File: src/include/adc_defs.svh
// Register offsets, field positions, reset values and counts of the converter control.
`ifndef ADC_DEFS_SVH
`define ADC_DEFS_SVH

`define OFS_CTRL 8'h00
`define OFS_DATA 8'h04
`define OFS_CLK 8'h08
`define OFS_PORT_OUT 8'h0C
`define OFS_PORT_DIR 8'h10
`define OFS_PORT_IN 8'h14

`define CTRL_DONE_BIT 7
`define CTRL_IRQ_BIT 6
`define CTRL_CONT_BIT 5
`define CTRL_CHAN_HI 4
`define CLK_DIV_HI 7
`define CLK_DIV_LO 5
`define CLK_SRC_BIT 4

`define CTRL_RST 7'h1F
`define DIV_RST 3'h0
`define SRC_RST 1'h0
`define PORT_RST 6'h00

`define CH_PINS 5'h06
`define CH_REFH 5'h1D
`define CH_REFL 5'h1E
`define CH_OFF 5'h1F

`define CONV_LAST 4'hF
`define BIT_LAST 4'h8
`define TRIAL_START 8'h80
`define DIV16_LAST 4'hF
`define DIV_UNIT 4'h1

`define RESP_OK 2'h0
`define RESP_ERR 2'h2

`endif

File: src/include/adc_pkg.sv
// Types shared by the converter control, the analog front end model and the bench.
package adc_pkg;

	typedef enum logic [2:0] {
		ST_IDLE = 3'b001,
		ST_SETTLE = 3'b010,
		ST_CONV = 3'b100
	} conv_state_t;

	typedef struct packed {
		logic irq_en;
		logic cont;
		logic [4:0] chan;
	} conv_ctrl_t;

	typedef struct packed {
		logic power_on;
		logic sample;
		logic [4:0] chan;
		logic [7:0] trial;
	} analog_drive_t;

endpackage

File: src/hdl/adc_clock_divider.sv
// Prescaler that turns the selected input clock into converter clock ticks.
`timescale 1ns/1ps
`default_nettype none
`include "adc_defs.svh"

module adc_clock_divider (
	// Clock and reset.
	input wire logic clk,
	input wire logic rst_n,
	// Input clock ticks and ratio.
	input wire logic clear,
	input wire logic in_tick,
	input wire logic [2:0] prescale,
	// Converter clock tick.
	output logic tick
);
	logic [3:0] cnt_ff;
	logic [3:0] last;

	// Top bit set means divide by 16 whatever the low bits are.
	assign last = prescale[2] ? `DIV16_LAST : 4'((`DIV_UNIT << prescale[1:0]) - `DIV_UNIT);
	assign tick = in_tick && (cnt_ff == last);

	always_ff @(posedge clk) begin
		if (!rst_n || clear || tick) begin
			cnt_ff <= 4'h0;
		end else if (in_tick) begin
			cnt_ff <= 4'(cnt_ff + `DIV_UNIT);
		end
	end

endmodule
`default_nettype wire

File: src/hdl/sar_adc_conversion_control.sv
// Successive-approximation converter control with an AXI4-Lite register slave.
//
// Our own choices: the placing of the registers and register access over AXI4-Lite.
`timescale 1ns/1ps
`default_nettype none
`include "adc_defs.svh"

module sar_adc_conversion_control (
	// Clock and reset.
	input wire logic clk,
	input wire logic rst_n,
	// AXI4-Lite write address and data.
	input wire logic [7:0] awaddr,
	input wire logic awvalid,
	output logic awready,
	input wire logic [31:0] wdata,
	input wire logic [3:0] wstrb,
	input wire logic wvalid,
	output logic wready,
	// AXI4-Lite write response.
	output logic [1:0] bresp,
	output logic bvalid,
	input wire logic bready,
	// AXI4-Lite read.
	input wire logic [7:0] araddr,
	input wire logic arvalid,
	output logic arready,
	output logic [31:0] rdata,
	output logic [1:0] rresp,
	output logic rvalid,
	input wire logic rready,
	// Clock source, comparator and stop mode.
	input wire logic osc_tick,
	input wire logic comp_in,
	input wire logic stop_mode,
	// Analog front end drive and interrupt.
	output adc_pkg::analog_drive_t analog_drive,
	output logic irq,
	// Shared port pins.
	input wire logic [5:0] pin_in,
	output logic [5:0] pin_out,
	output logic [5:0] pin_oe
);
	import adc_pkg::*;

	function automatic logic [5:0] pin_mask(input logic [4:0] ch);
		pin_mask = (ch < `CH_PINS) ? (6'h01 << ch) : 6'h00;
	endfunction

	function automatic logic addr_ok(input logic [7:0] a);
		addr_ok = (a == `OFS_CTRL) || (a == `OFS_DATA) || (a == `OFS_CLK) ||
			(a == `OFS_PORT_OUT) || (a == `OFS_PORT_DIR) || (a == `OFS_PORT_IN);
	endfunction

	conv_ctrl_t ctrl_ff;
	logic done_ff;
	logic irq_ff;
	logic [7:0] result_ff;
	logic [2:0] prescale_ff;
	logic src_bus_ff;
	logic [5:0] port_out_ff;
	logic [5:0] port_dir_ff;
	logic [5:0] pin_out_ff;
	logic [5:0] pin_oe_ff;
	analog_drive_t analog_ff;

	logic awready_ff;
	logic wready_ff;
	logic bvalid_ff;
	logic [1:0] bresp_ff;
	logic arready_ff;
	logic rvalid_ff;
	logic [1:0] rresp_ff;
	logic [31:0] rdata_ff;
	logic aw_got_ff;
	logic w_got_ff;
	logic [7:0] aw_addr_ff;
	logic [7:0] wdata_ff;
	logic wstrb0_ff;

	conv_state_t state_ff;
	logic [3:0] cnt_ff;
	logic [7:0] trial_ff;
	logic pend_ff;
	logic settle_ff;

	logic wr_fire;
	logic wr_hit;
	logic ctrl_we;
	logic ar_hs;
	logic data_rd;
	logic [31:0] rd_mux;
	logic tick;
	logic powered;
	logic conv_end;
	logic [2:0] bit_idx;

	assign awready = awready_ff;
	assign wready = wready_ff;
	assign bvalid = bvalid_ff;
	assign bresp = bresp_ff;
	assign arready = arready_ff;
	assign rvalid = rvalid_ff;
	assign rresp = rresp_ff;
	assign rdata = rdata_ff;
	assign irq = irq_ff;
	// The comparator sees the trial code straight from its register, so a divide-by-one
	// converter clock still gives it a full cycle to answer the latest trial.
	assign analog_drive = {analog_ff.power_on, analog_ff.sample, analog_ff.chan, trial_ff};
	assign pin_out = pin_out_ff;
	assign pin_oe = pin_oe_ff;

	// The write takes effect once both address and data are held, whatever their order.
	assign wr_fire = aw_got_ff && w_got_ff && !bvalid_ff;
	assign wr_hit = wr_fire && wstrb0_ff;
	assign ctrl_we = wr_hit && (aw_addr_ff == `OFS_CTRL);
	assign ar_hs = arvalid && arready_ff;
	assign data_rd = ar_hs && (araddr == `OFS_DATA);
	assign powered = (ctrl_ff.chan != `CH_OFF);
	assign conv_end = (state_ff == ST_CONV) && tick && (cnt_ff == `CONV_LAST);
	assign bit_idx = 3'(`BIT_LAST - cnt_ff);

	always_comb begin
		case (araddr)
			`OFS_CTRL: rd_mux = {24'h0, done_ff && !ctrl_ff.irq_en, ctrl_ff};
			`OFS_DATA: rd_mux = {24'h0, result_ff};
			`OFS_CLK: rd_mux = {24'h0, prescale_ff, src_bus_ff, 4'h0};
			`OFS_PORT_OUT: rd_mux = {26'h0, port_out_ff};
			`OFS_PORT_DIR: rd_mux = {26'h0, port_dir_ff};
			`OFS_PORT_IN: rd_mux = {26'h0, pin_in & ~pin_mask(ctrl_ff.chan)};
			default: rd_mux = 32'h0;
		endcase
	end

	always_ff @(posedge clk) begin
		if (!rst_n) begin
			awready_ff <= 1'b1;
			wready_ff <= 1'b1;
			aw_got_ff <= 1'b0;
			w_got_ff <= 1'b0;
			bvalid_ff <= 1'b0;
			bresp_ff <= `RESP_OK;
			aw_addr_ff <= 8'h00;
			wdata_ff <= 8'h00;
			wstrb0_ff <= 1'b0;
		end else begin
			if (awvalid && awready_ff) begin
				aw_addr_ff <= awaddr;
				aw_got_ff <= 1'b1;
				awready_ff <= 1'b0;
			end
			if (wvalid && wready_ff) begin
				wdata_ff <= wdata[7:0];
				wstrb0_ff <= wstrb[0];
				w_got_ff <= 1'b1;
				wready_ff <= 1'b0;
			end
			if (wr_fire) begin
				bvalid_ff <= 1'b1;
				bresp_ff <= addr_ok(aw_addr_ff) ? `RESP_OK : `RESP_ERR;
			end
			if (bvalid_ff && bready) begin
				bvalid_ff <= 1'b0;
				aw_got_ff <= 1'b0;
				w_got_ff <= 1'b0;
				awready_ff <= 1'b1;
				wready_ff <= 1'b1;
			end
		end
	end

	always_ff @(posedge clk) begin
		if (!rst_n) begin
			arready_ff <= 1'b1;
			rvalid_ff <= 1'b0;
			rresp_ff <= `RESP_OK;
			rdata_ff <= 32'h0;
		end else if (ar_hs) begin
			arready_ff <= 1'b0;
			rvalid_ff <= 1'b1;
			rresp_ff <= addr_ok(araddr) ? `RESP_OK : `RESP_ERR;
			rdata_ff <= rd_mux;
		end else if (rvalid_ff && rready) begin
			rvalid_ff <= 1'b0;
			arready_ff <= 1'b1;
		end
	end

	always_ff @(posedge clk) begin
		if (!rst_n) begin
			ctrl_ff <= `CTRL_RST;
			prescale_ff <= `DIV_RST;
			src_bus_ff <= `SRC_RST;
			port_out_ff <= `PORT_RST;
			port_dir_ff <= `PORT_RST;
		end else if (wr_hit) begin
			case (aw_addr_ff)
				`OFS_CTRL: ctrl_ff <= wdata_ff[`CTRL_IRQ_BIT:0];
				`OFS_CLK: begin
					prescale_ff <= wdata_ff[`CLK_DIV_HI:`CLK_DIV_LO];
					src_bus_ff <= wdata_ff[`CLK_SRC_BIT];
				end
				`OFS_PORT_OUT: port_out_ff <= wdata_ff[5:0];
				`OFS_PORT_DIR: port_dir_ff <= wdata_ff[5:0];
				default: ;
			endcase
		end
	end

	// The pin picked by the channel field is released from the cycle after the field takes it, whatever the port registers hold.
	always_ff @(posedge clk) begin
		if (!rst_n) begin
			pin_out_ff <= `PORT_RST;
			pin_oe_ff <= `PORT_RST;
		end else begin
			pin_out_ff <= port_out_ff & ~pin_mask(ctrl_ff.chan);
			pin_oe_ff <= port_dir_ff & ~pin_mask(ctrl_ff.chan);
		end
	end

	adc_clock_divider u_div (
		.clk(clk),
		.rst_n(rst_n),
		.clear(stop_mode || ctrl_we),
		.in_tick(src_bus_ff ? 1'b1 : osc_tick),
		.prescale(prescale_ff),
		.tick(tick)
	);

	always_ff @(posedge clk) begin
		if (!rst_n) begin
			state_ff <= ST_IDLE;
			cnt_ff <= 4'h0;
			trial_ff <= 8'h00;
			pend_ff <= 1'b0;
			settle_ff <= 1'b1;
		end else if (stop_mode) begin
			// Pending work is kept so that it resumes after stop, behind a settling cycle.
			state_ff <= ST_IDLE;
			settle_ff <= 1'b1;
		end else if (ctrl_we) begin
			state_ff <= ST_IDLE;
			pend_ff <= (wdata_ff[`CTRL_CHAN_HI:0] != `CH_OFF);
			settle_ff <= settle_ff || !powered || (wdata_ff[`CTRL_CHAN_HI:0] == `CH_OFF);
		end else if (!powered) begin
			state_ff <= ST_IDLE;
			pend_ff <= 1'b0;
			settle_ff <= 1'b1;
		end else if (tick) begin
			case (state_ff)
				ST_IDLE: begin
					if (pend_ff) begin
						state_ff <= settle_ff ? ST_SETTLE : ST_CONV;
						cnt_ff <= 4'h0;
						trial_ff <= `TRIAL_START;
					end
				end
				ST_SETTLE: begin
					state_ff <= ST_CONV;
					settle_ff <= 1'b0;
					cnt_ff <= 4'h0;
					trial_ff <= `TRIAL_START;
				end
				ST_CONV: begin
					cnt_ff <= 4'(cnt_ff + 4'h1);
					if ((cnt_ff != 4'h0) && (cnt_ff <= `BIT_LAST)) begin
						// Keep the trial bit only if the input is at or above the trial level.
						trial_ff[bit_idx] <= comp_in;
						if (bit_idx != 3'h0) begin
							trial_ff[bit_idx - 3'h1] <= 1'b1;
						end
					end
					if (cnt_ff == `CONV_LAST) begin
						if (ctrl_ff.cont) begin
							trial_ff <= `TRIAL_START;
						end else begin
							state_ff <= ST_IDLE;
							pend_ff <= 1'b0;
						end
					end
				end
				default: state_ff <= ST_IDLE;
			endcase
		end
	end

	always_ff @(posedge clk) begin
		if (!rst_n) begin
			result_ff <= 8'h00;
		end else if (conv_end) begin
			result_ff <= trial_ff;
		end
	end

	// A conversion end in the same cycle as a data read wins; a control write setting the interrupt enable clears.
	always_ff @(posedge clk) begin
		if (!rst_n) begin
			done_ff <= 1'b0;
		end else if (conv_end && !ctrl_ff.irq_en && !(ctrl_we && wdata_ff[`CTRL_IRQ_BIT])) begin
			done_ff <= 1'b1;
		end else if (data_rd || ctrl_ff.irq_en || (ctrl_we && wdata_ff[`CTRL_IRQ_BIT])) begin
			done_ff <= 1'b0;
		end
	end

	// The request is a level and nothing here watches wait mode, so it can wake the core.
	always_ff @(posedge clk) begin
		if (!rst_n) begin
			irq_ff <= 1'b0;
		end else if (conv_end && ctrl_ff.irq_en) begin
			irq_ff <= 1'b1;
		end else if (data_rd || ctrl_we) begin
			irq_ff <= 1'b0;
		end
	end

	always_ff @(posedge clk) begin
		if (!rst_n) begin
			analog_ff <= '0;
		end else begin
			analog_ff.power_on <= powered && !stop_mode;
			analog_ff.sample <= (state_ff == ST_CONV) && (cnt_ff == 4'h0);
			analog_ff.chan <= ctrl_ff.chan;
		end
	end

	done_masked_a: assert property (@(posedge clk) disable iff (!rst_n)
		ctrl_ff.irq_en |-> !done_ff)
		else $error("done flag set while interrupts enabled");

	result_load_a: assert property (@(posedge clk) disable iff (!rst_n)
		conv_end |=> result_ff == $past(trial_ff))
		else $error("result not loaded at conversion end");

	pin_release_a: assert property (@(posedge clk) disable iff (!rst_n)
		##1 (pin_oe_ff & pin_mask($past(ctrl_ff.chan))) == 6'h00)
		else $error("selected pin still driven");

	pin_read_zero_a: assert property (@(posedge clk) disable iff (!rst_n)
		ar_hs && (araddr == `OFS_PORT_IN) |=>
		(rdata_ff[5:0] & pin_mask($past(ctrl_ff.chan))) == 6'h00)
		else $error("selected pin reads nonzero");

	single_idle_a: assert property (@(posedge clk) disable iff (!rst_n)
		conv_end && !ctrl_ff.cont && !stop_mode && !ctrl_we && powered
		|=> state_ff == ST_IDLE && !pend_ff)
		else $error("single conversion did not idle");

	cont_restart_a: assert property (@(posedge clk) disable iff (!rst_n)
		conv_end && ctrl_ff.cont && !stop_mode && !ctrl_we && powered
		|=> state_ff == ST_CONV && cnt_ff == 4'h0)
		else $error("continuous mode did not restart");

	done_set_a: assert property (@(posedge clk) disable iff (!rst_n)
		conv_end && !ctrl_ff.irq_en && !(ctrl_we && wdata_ff[`CTRL_IRQ_BIT]) |=> done_ff)
		else $error("done flag not set");

	irq_raise_a: assert property (@(posedge clk) disable iff (!rst_n)
		conv_end && ctrl_ff.irq_en |=> irq_ff)
		else $error("interrupt not raised");

	irq_clear_a: assert property (@(posedge clk) disable iff (!rst_n)
		ctrl_we && !(conv_end && ctrl_ff.irq_en) |=> !irq_ff)
		else $error("interrupt not cleared by control write");

	stop_abort_a: assert property (@(posedge clk) disable iff (!rst_n)
		stop_mode |=> state_ff == ST_IDLE && !analog_ff.power_on)
		else $error("stop did not abort");

	settle_first_a: assert property (@(posedge clk) disable iff (!rst_n)
		$fell(stop_mode) && pend_ff && powered |=> state_ff != ST_CONV)
		else $error("no settling cycle after stop");

endmodule
`default_nettype wire

File: config.mk
export PLATFORM = sky130hd
export DESIGN_NAME = sar_adc_conversion_control
export DESIGN_NICKNAME = d
export VERILOG_FILES = /design/src/include/adc_pkg.sv /design/src/hdl/adc_clock_divider.sv /design/src/hdl/sar_adc_conversion_control.sv
export VERILOG_INCLUDE_DIRS = /design/src /design/src/include
export SDC_FILE = /design/constraint.sdc
export NUM_CORES = 1
export LEC_CHECK = 0
export BUFFER_PORTS_ARGS = -buffer_cell sky130_fd_sc_hd__buf_2
export CAP_MARGIN = 20
export CORE_MARGIN = 4
export CORE_UTILIZATION = 25
export DETAILED_ROUTE_END_ITERATION = 8
export PLACE_DENSITY_LB_ADDON = 0.1
export SETUP_SLACK_MARGIN = 0.5
export SLEW_MARGIN = 20
export SYNTH_ARGS = -nofsm -noshare
export SYNTH_HDL_FRONTEND = slang
export SYNTH_SLANG_ARGS = --single-unit
File: constraint.sdc
create_clock -name clk -period 2.79 [get_ports clk]
set_input_delay 0.1395 -clock clk [delete_from_list [all_inputs] [get_ports clk]]
set_output_delay 0.1395 -clock clk [all_outputs]
set_load 0.01 [all_outputs]
==> out/qor.yml <==
hold_viol: 0
cp-start-kind: "flip-flop"
grt_setup_unrepaired: "yes"
ys_seq_area_frac: 0.426
path_clk_slew_ps: 70
drt-vias-per-instance: 4.74
path_max_fanout: 11
end_kind: "flip-flop"
antenna_found_initial: 0
tns_ps: 0
max_freq_mhz: 456
hold_class: "input pin to flip-flop"
gp_congestion: 0.790
grt_use_total: 0.132
grt_pass1_wl_um: 23300
final_max_slew_viol_count: 0
status: "finished, final reports clean"
syn_inst: 595
layout_commonest_cell: "dfxtp_1"
areaGrowthSynthToFinish_pct: 17.9
max_cap_viol_count: 0
critPathRequiredTime_ps: 3040
synth_edf_count: 0
start_util: 0.256
critPathArrivalTime_ps: 2440
wl_per_cell_um: 15.7
period_minus_slack_ps: 2190
drt_iter0_markers: 177
final_cell_mix: "dfxtp_1 (107), nand2_1 (84), buf_2 (83)"
fin_skew_ps: 6.09
first_pass_iters: 5
syn-mean-instance-area_um2: 8.46
routed_wl_um: 14700
synthArstFlopShare: 0
h-tree-depth: 3
core-area_um2: 19700
max_slew_margin: 0.464
yosys_most_used_dff: "dfxtp_1"
max-vdd-ir-drop_v: 0.000263
drc: 0
ys_seq_elements: 107
cts_buffers: 9
numClockSinks: 107
worstSetupPathType: "flip-flop to flip-flop"
finalNetCount: 738
cts-root-buf: "clkbuf_16"
num_rows: 51
grt_pass1_vias: 4306
grt_max_degree: 37
p_per_area_nw_per_um2: 523
period_share: 0.786
die_h_um: 150
gr-total-overflow: 0
setup_viol: 0
p_leak_nw: 2.46
cts_tree: "built"
ios: 137
drive_gt1_frac: 0.190
clk_path_buf_depth: 2
postRouteAntennaNets: 0
ys_types: 63
yosys_warnings: 0
clkLatencyLatePin_ps: 350
synth_area_um2: 5030
utilization: 0.302
vias: 4431
port_buffers: 83
antenna_cells: 0
dp_hpwl_um: 11300
fp.dieW_um: 150
worst_slew_pin_slew_ps: 797
dieArea_um2: 22500
==> path summary, 6_finish.rpt <==
kind	start	end	slack, ps	cells past startpoint
hold / removal	wdata[2]	wdata_ff[2]$_SDFFE_PN0P_	20	3
setup / recovery	cnt_ff[0]$_SDFFE_PN0P_	trial_ff[6]$_SDFFE_PN0P_	600	7
hold reg to reg	aw_addr_ff[0]$_SDFFE_PN0P_	aw_addr_ff[0]$_SDFFE_PN0P_	450	2
setup reg to reg	cnt_ff[0]$_SDFFE_PN0P_	trial_ff[6]$_SDFFE_PN0P_	600	7
==> area by class of cell <==
type	instances	area, um^2
Clock buffer	9	225
Clock inverter	6	73.8
Fill cell	2181	13700
Inverter	10	37.5
Multi-Input combinational cell	446	2640
Sequential cell	107	2140
Tap cell	265	332
Timing Repair Buffer	92	485
==> layer usage <==
layer  track usage  wire length [um]  up-vias
met3        0.0288               803       12
met2         0.211              6760      128
met1         0.181              6960     2081
met5             0                 0        -
met4        0.0329               172        0
li1              -                 -     2210
==> logic make-up (layout without fill, tap and decap cells) <==
kind of cell / after synthesis / after routing / share of synthesized area
AO/OA/AOI/OAI: 125 / 125 / 0.159
XOR/XNOR: 8 / 8 / 0.0139
adder cells (fa/ha/maj): 4 / 4 / 0.00995
buffers and inverters: 67 / 117 / 0.0716
flip-flops: 107 / 107 / 0.426
multiplexers: 29 / 29 / 0.0627
other: 1 / 26 / 0.000745
AND/OR/NAND/NOR: 254 / 254 / 0.256
==> sequential cells by signal (all words and copies together), names as in the netlist, 7 cells and up <==
register and cells:
aw_addr_ff 8, rdata 8, result_ff 8, trial_ff 8, wdata_ff 8, analog_drive 7
ctrl_ff 7
==> per-stage QoR <==
step	cell area [um^2]	hold WS, ps	power (mW)	worst slack, ps	std cells
finish	5930	23.1	3.10	598	935
detailed placement	5610	363	1.83	534	919
global route	5930	20.8	3.24	471	935
global placement	5610	351	1.83	518	919
CTS	5920	6.34	3.16	511	935
floorplan	5130	237	1.77	541	620
==> worst max-delay path, cell delays in order, from the launching register on <==
cell and delay (ps):
dfxtp_1 310, inv_1 210, ha_2 370, xor2_1 140, or4b_2 610, o21ai_0 90, a21oi_1 90, o221a_2 260
==> where the power goes <==
part | switching [mW] | leakage [nW] | internal (mW)
clock | 0.610 | 0.140 | 0.703
combinational | 0.135 | 1.45 | 0.0723
sequential | 0.0289 | 0.869 | 1.56
total | 0.774 | 2.46 | 2.33
==> Yosys cell counts, types with 4 or more instances <==
library cell | number | share of area
and2_1 | 9 | 0.011
xnor2_1 | 5 | 0.0087
and3_1 | 14 | 0.017
buf_2 | 5 | 0.0050
nor2b_1 | 14 | 0.017
or4_1 | 6 | 0.0090
dfxtp_1 | 107 | 0.43
a31oi_1 | 10 | 0.012
nand2b_1 | 6 | 0.0075
nor3_1 | 9 | 0.0090
inv_1 | 10 | 0.0075
a22o_1 | 5 | 0.0087
nor4_1 | 11 | 0.014
clkbuf_1 | 19 | 0.014
buf_4 | 27 | 0.040
nand2_1 | 84 | 0.063
buf_1 | 5 | 0.0037
nor2_1 | 41 | 0.031
a21oi_1 | 51 | 0.051
o21ai_0 | 23 | 0.023
o221a_2 | 7 | 0.016
mux2i_1 | 27 | 0.054
ha_1 | 4 | 0.0099
nand3_1 | 31 | 0.031
nand3b_1 | 6 | 0.0090
==> timing repair <==
action / in CTS / in global routing
setup endpoints to repair: 0 / 12
setup buffers: 0 / 0
hold buffers: 1 / 0
hold endpoints to repair: 1 / 0
resized for setup: 0 / 5
No activity file was read; power rests on OpenSTA's default activity.
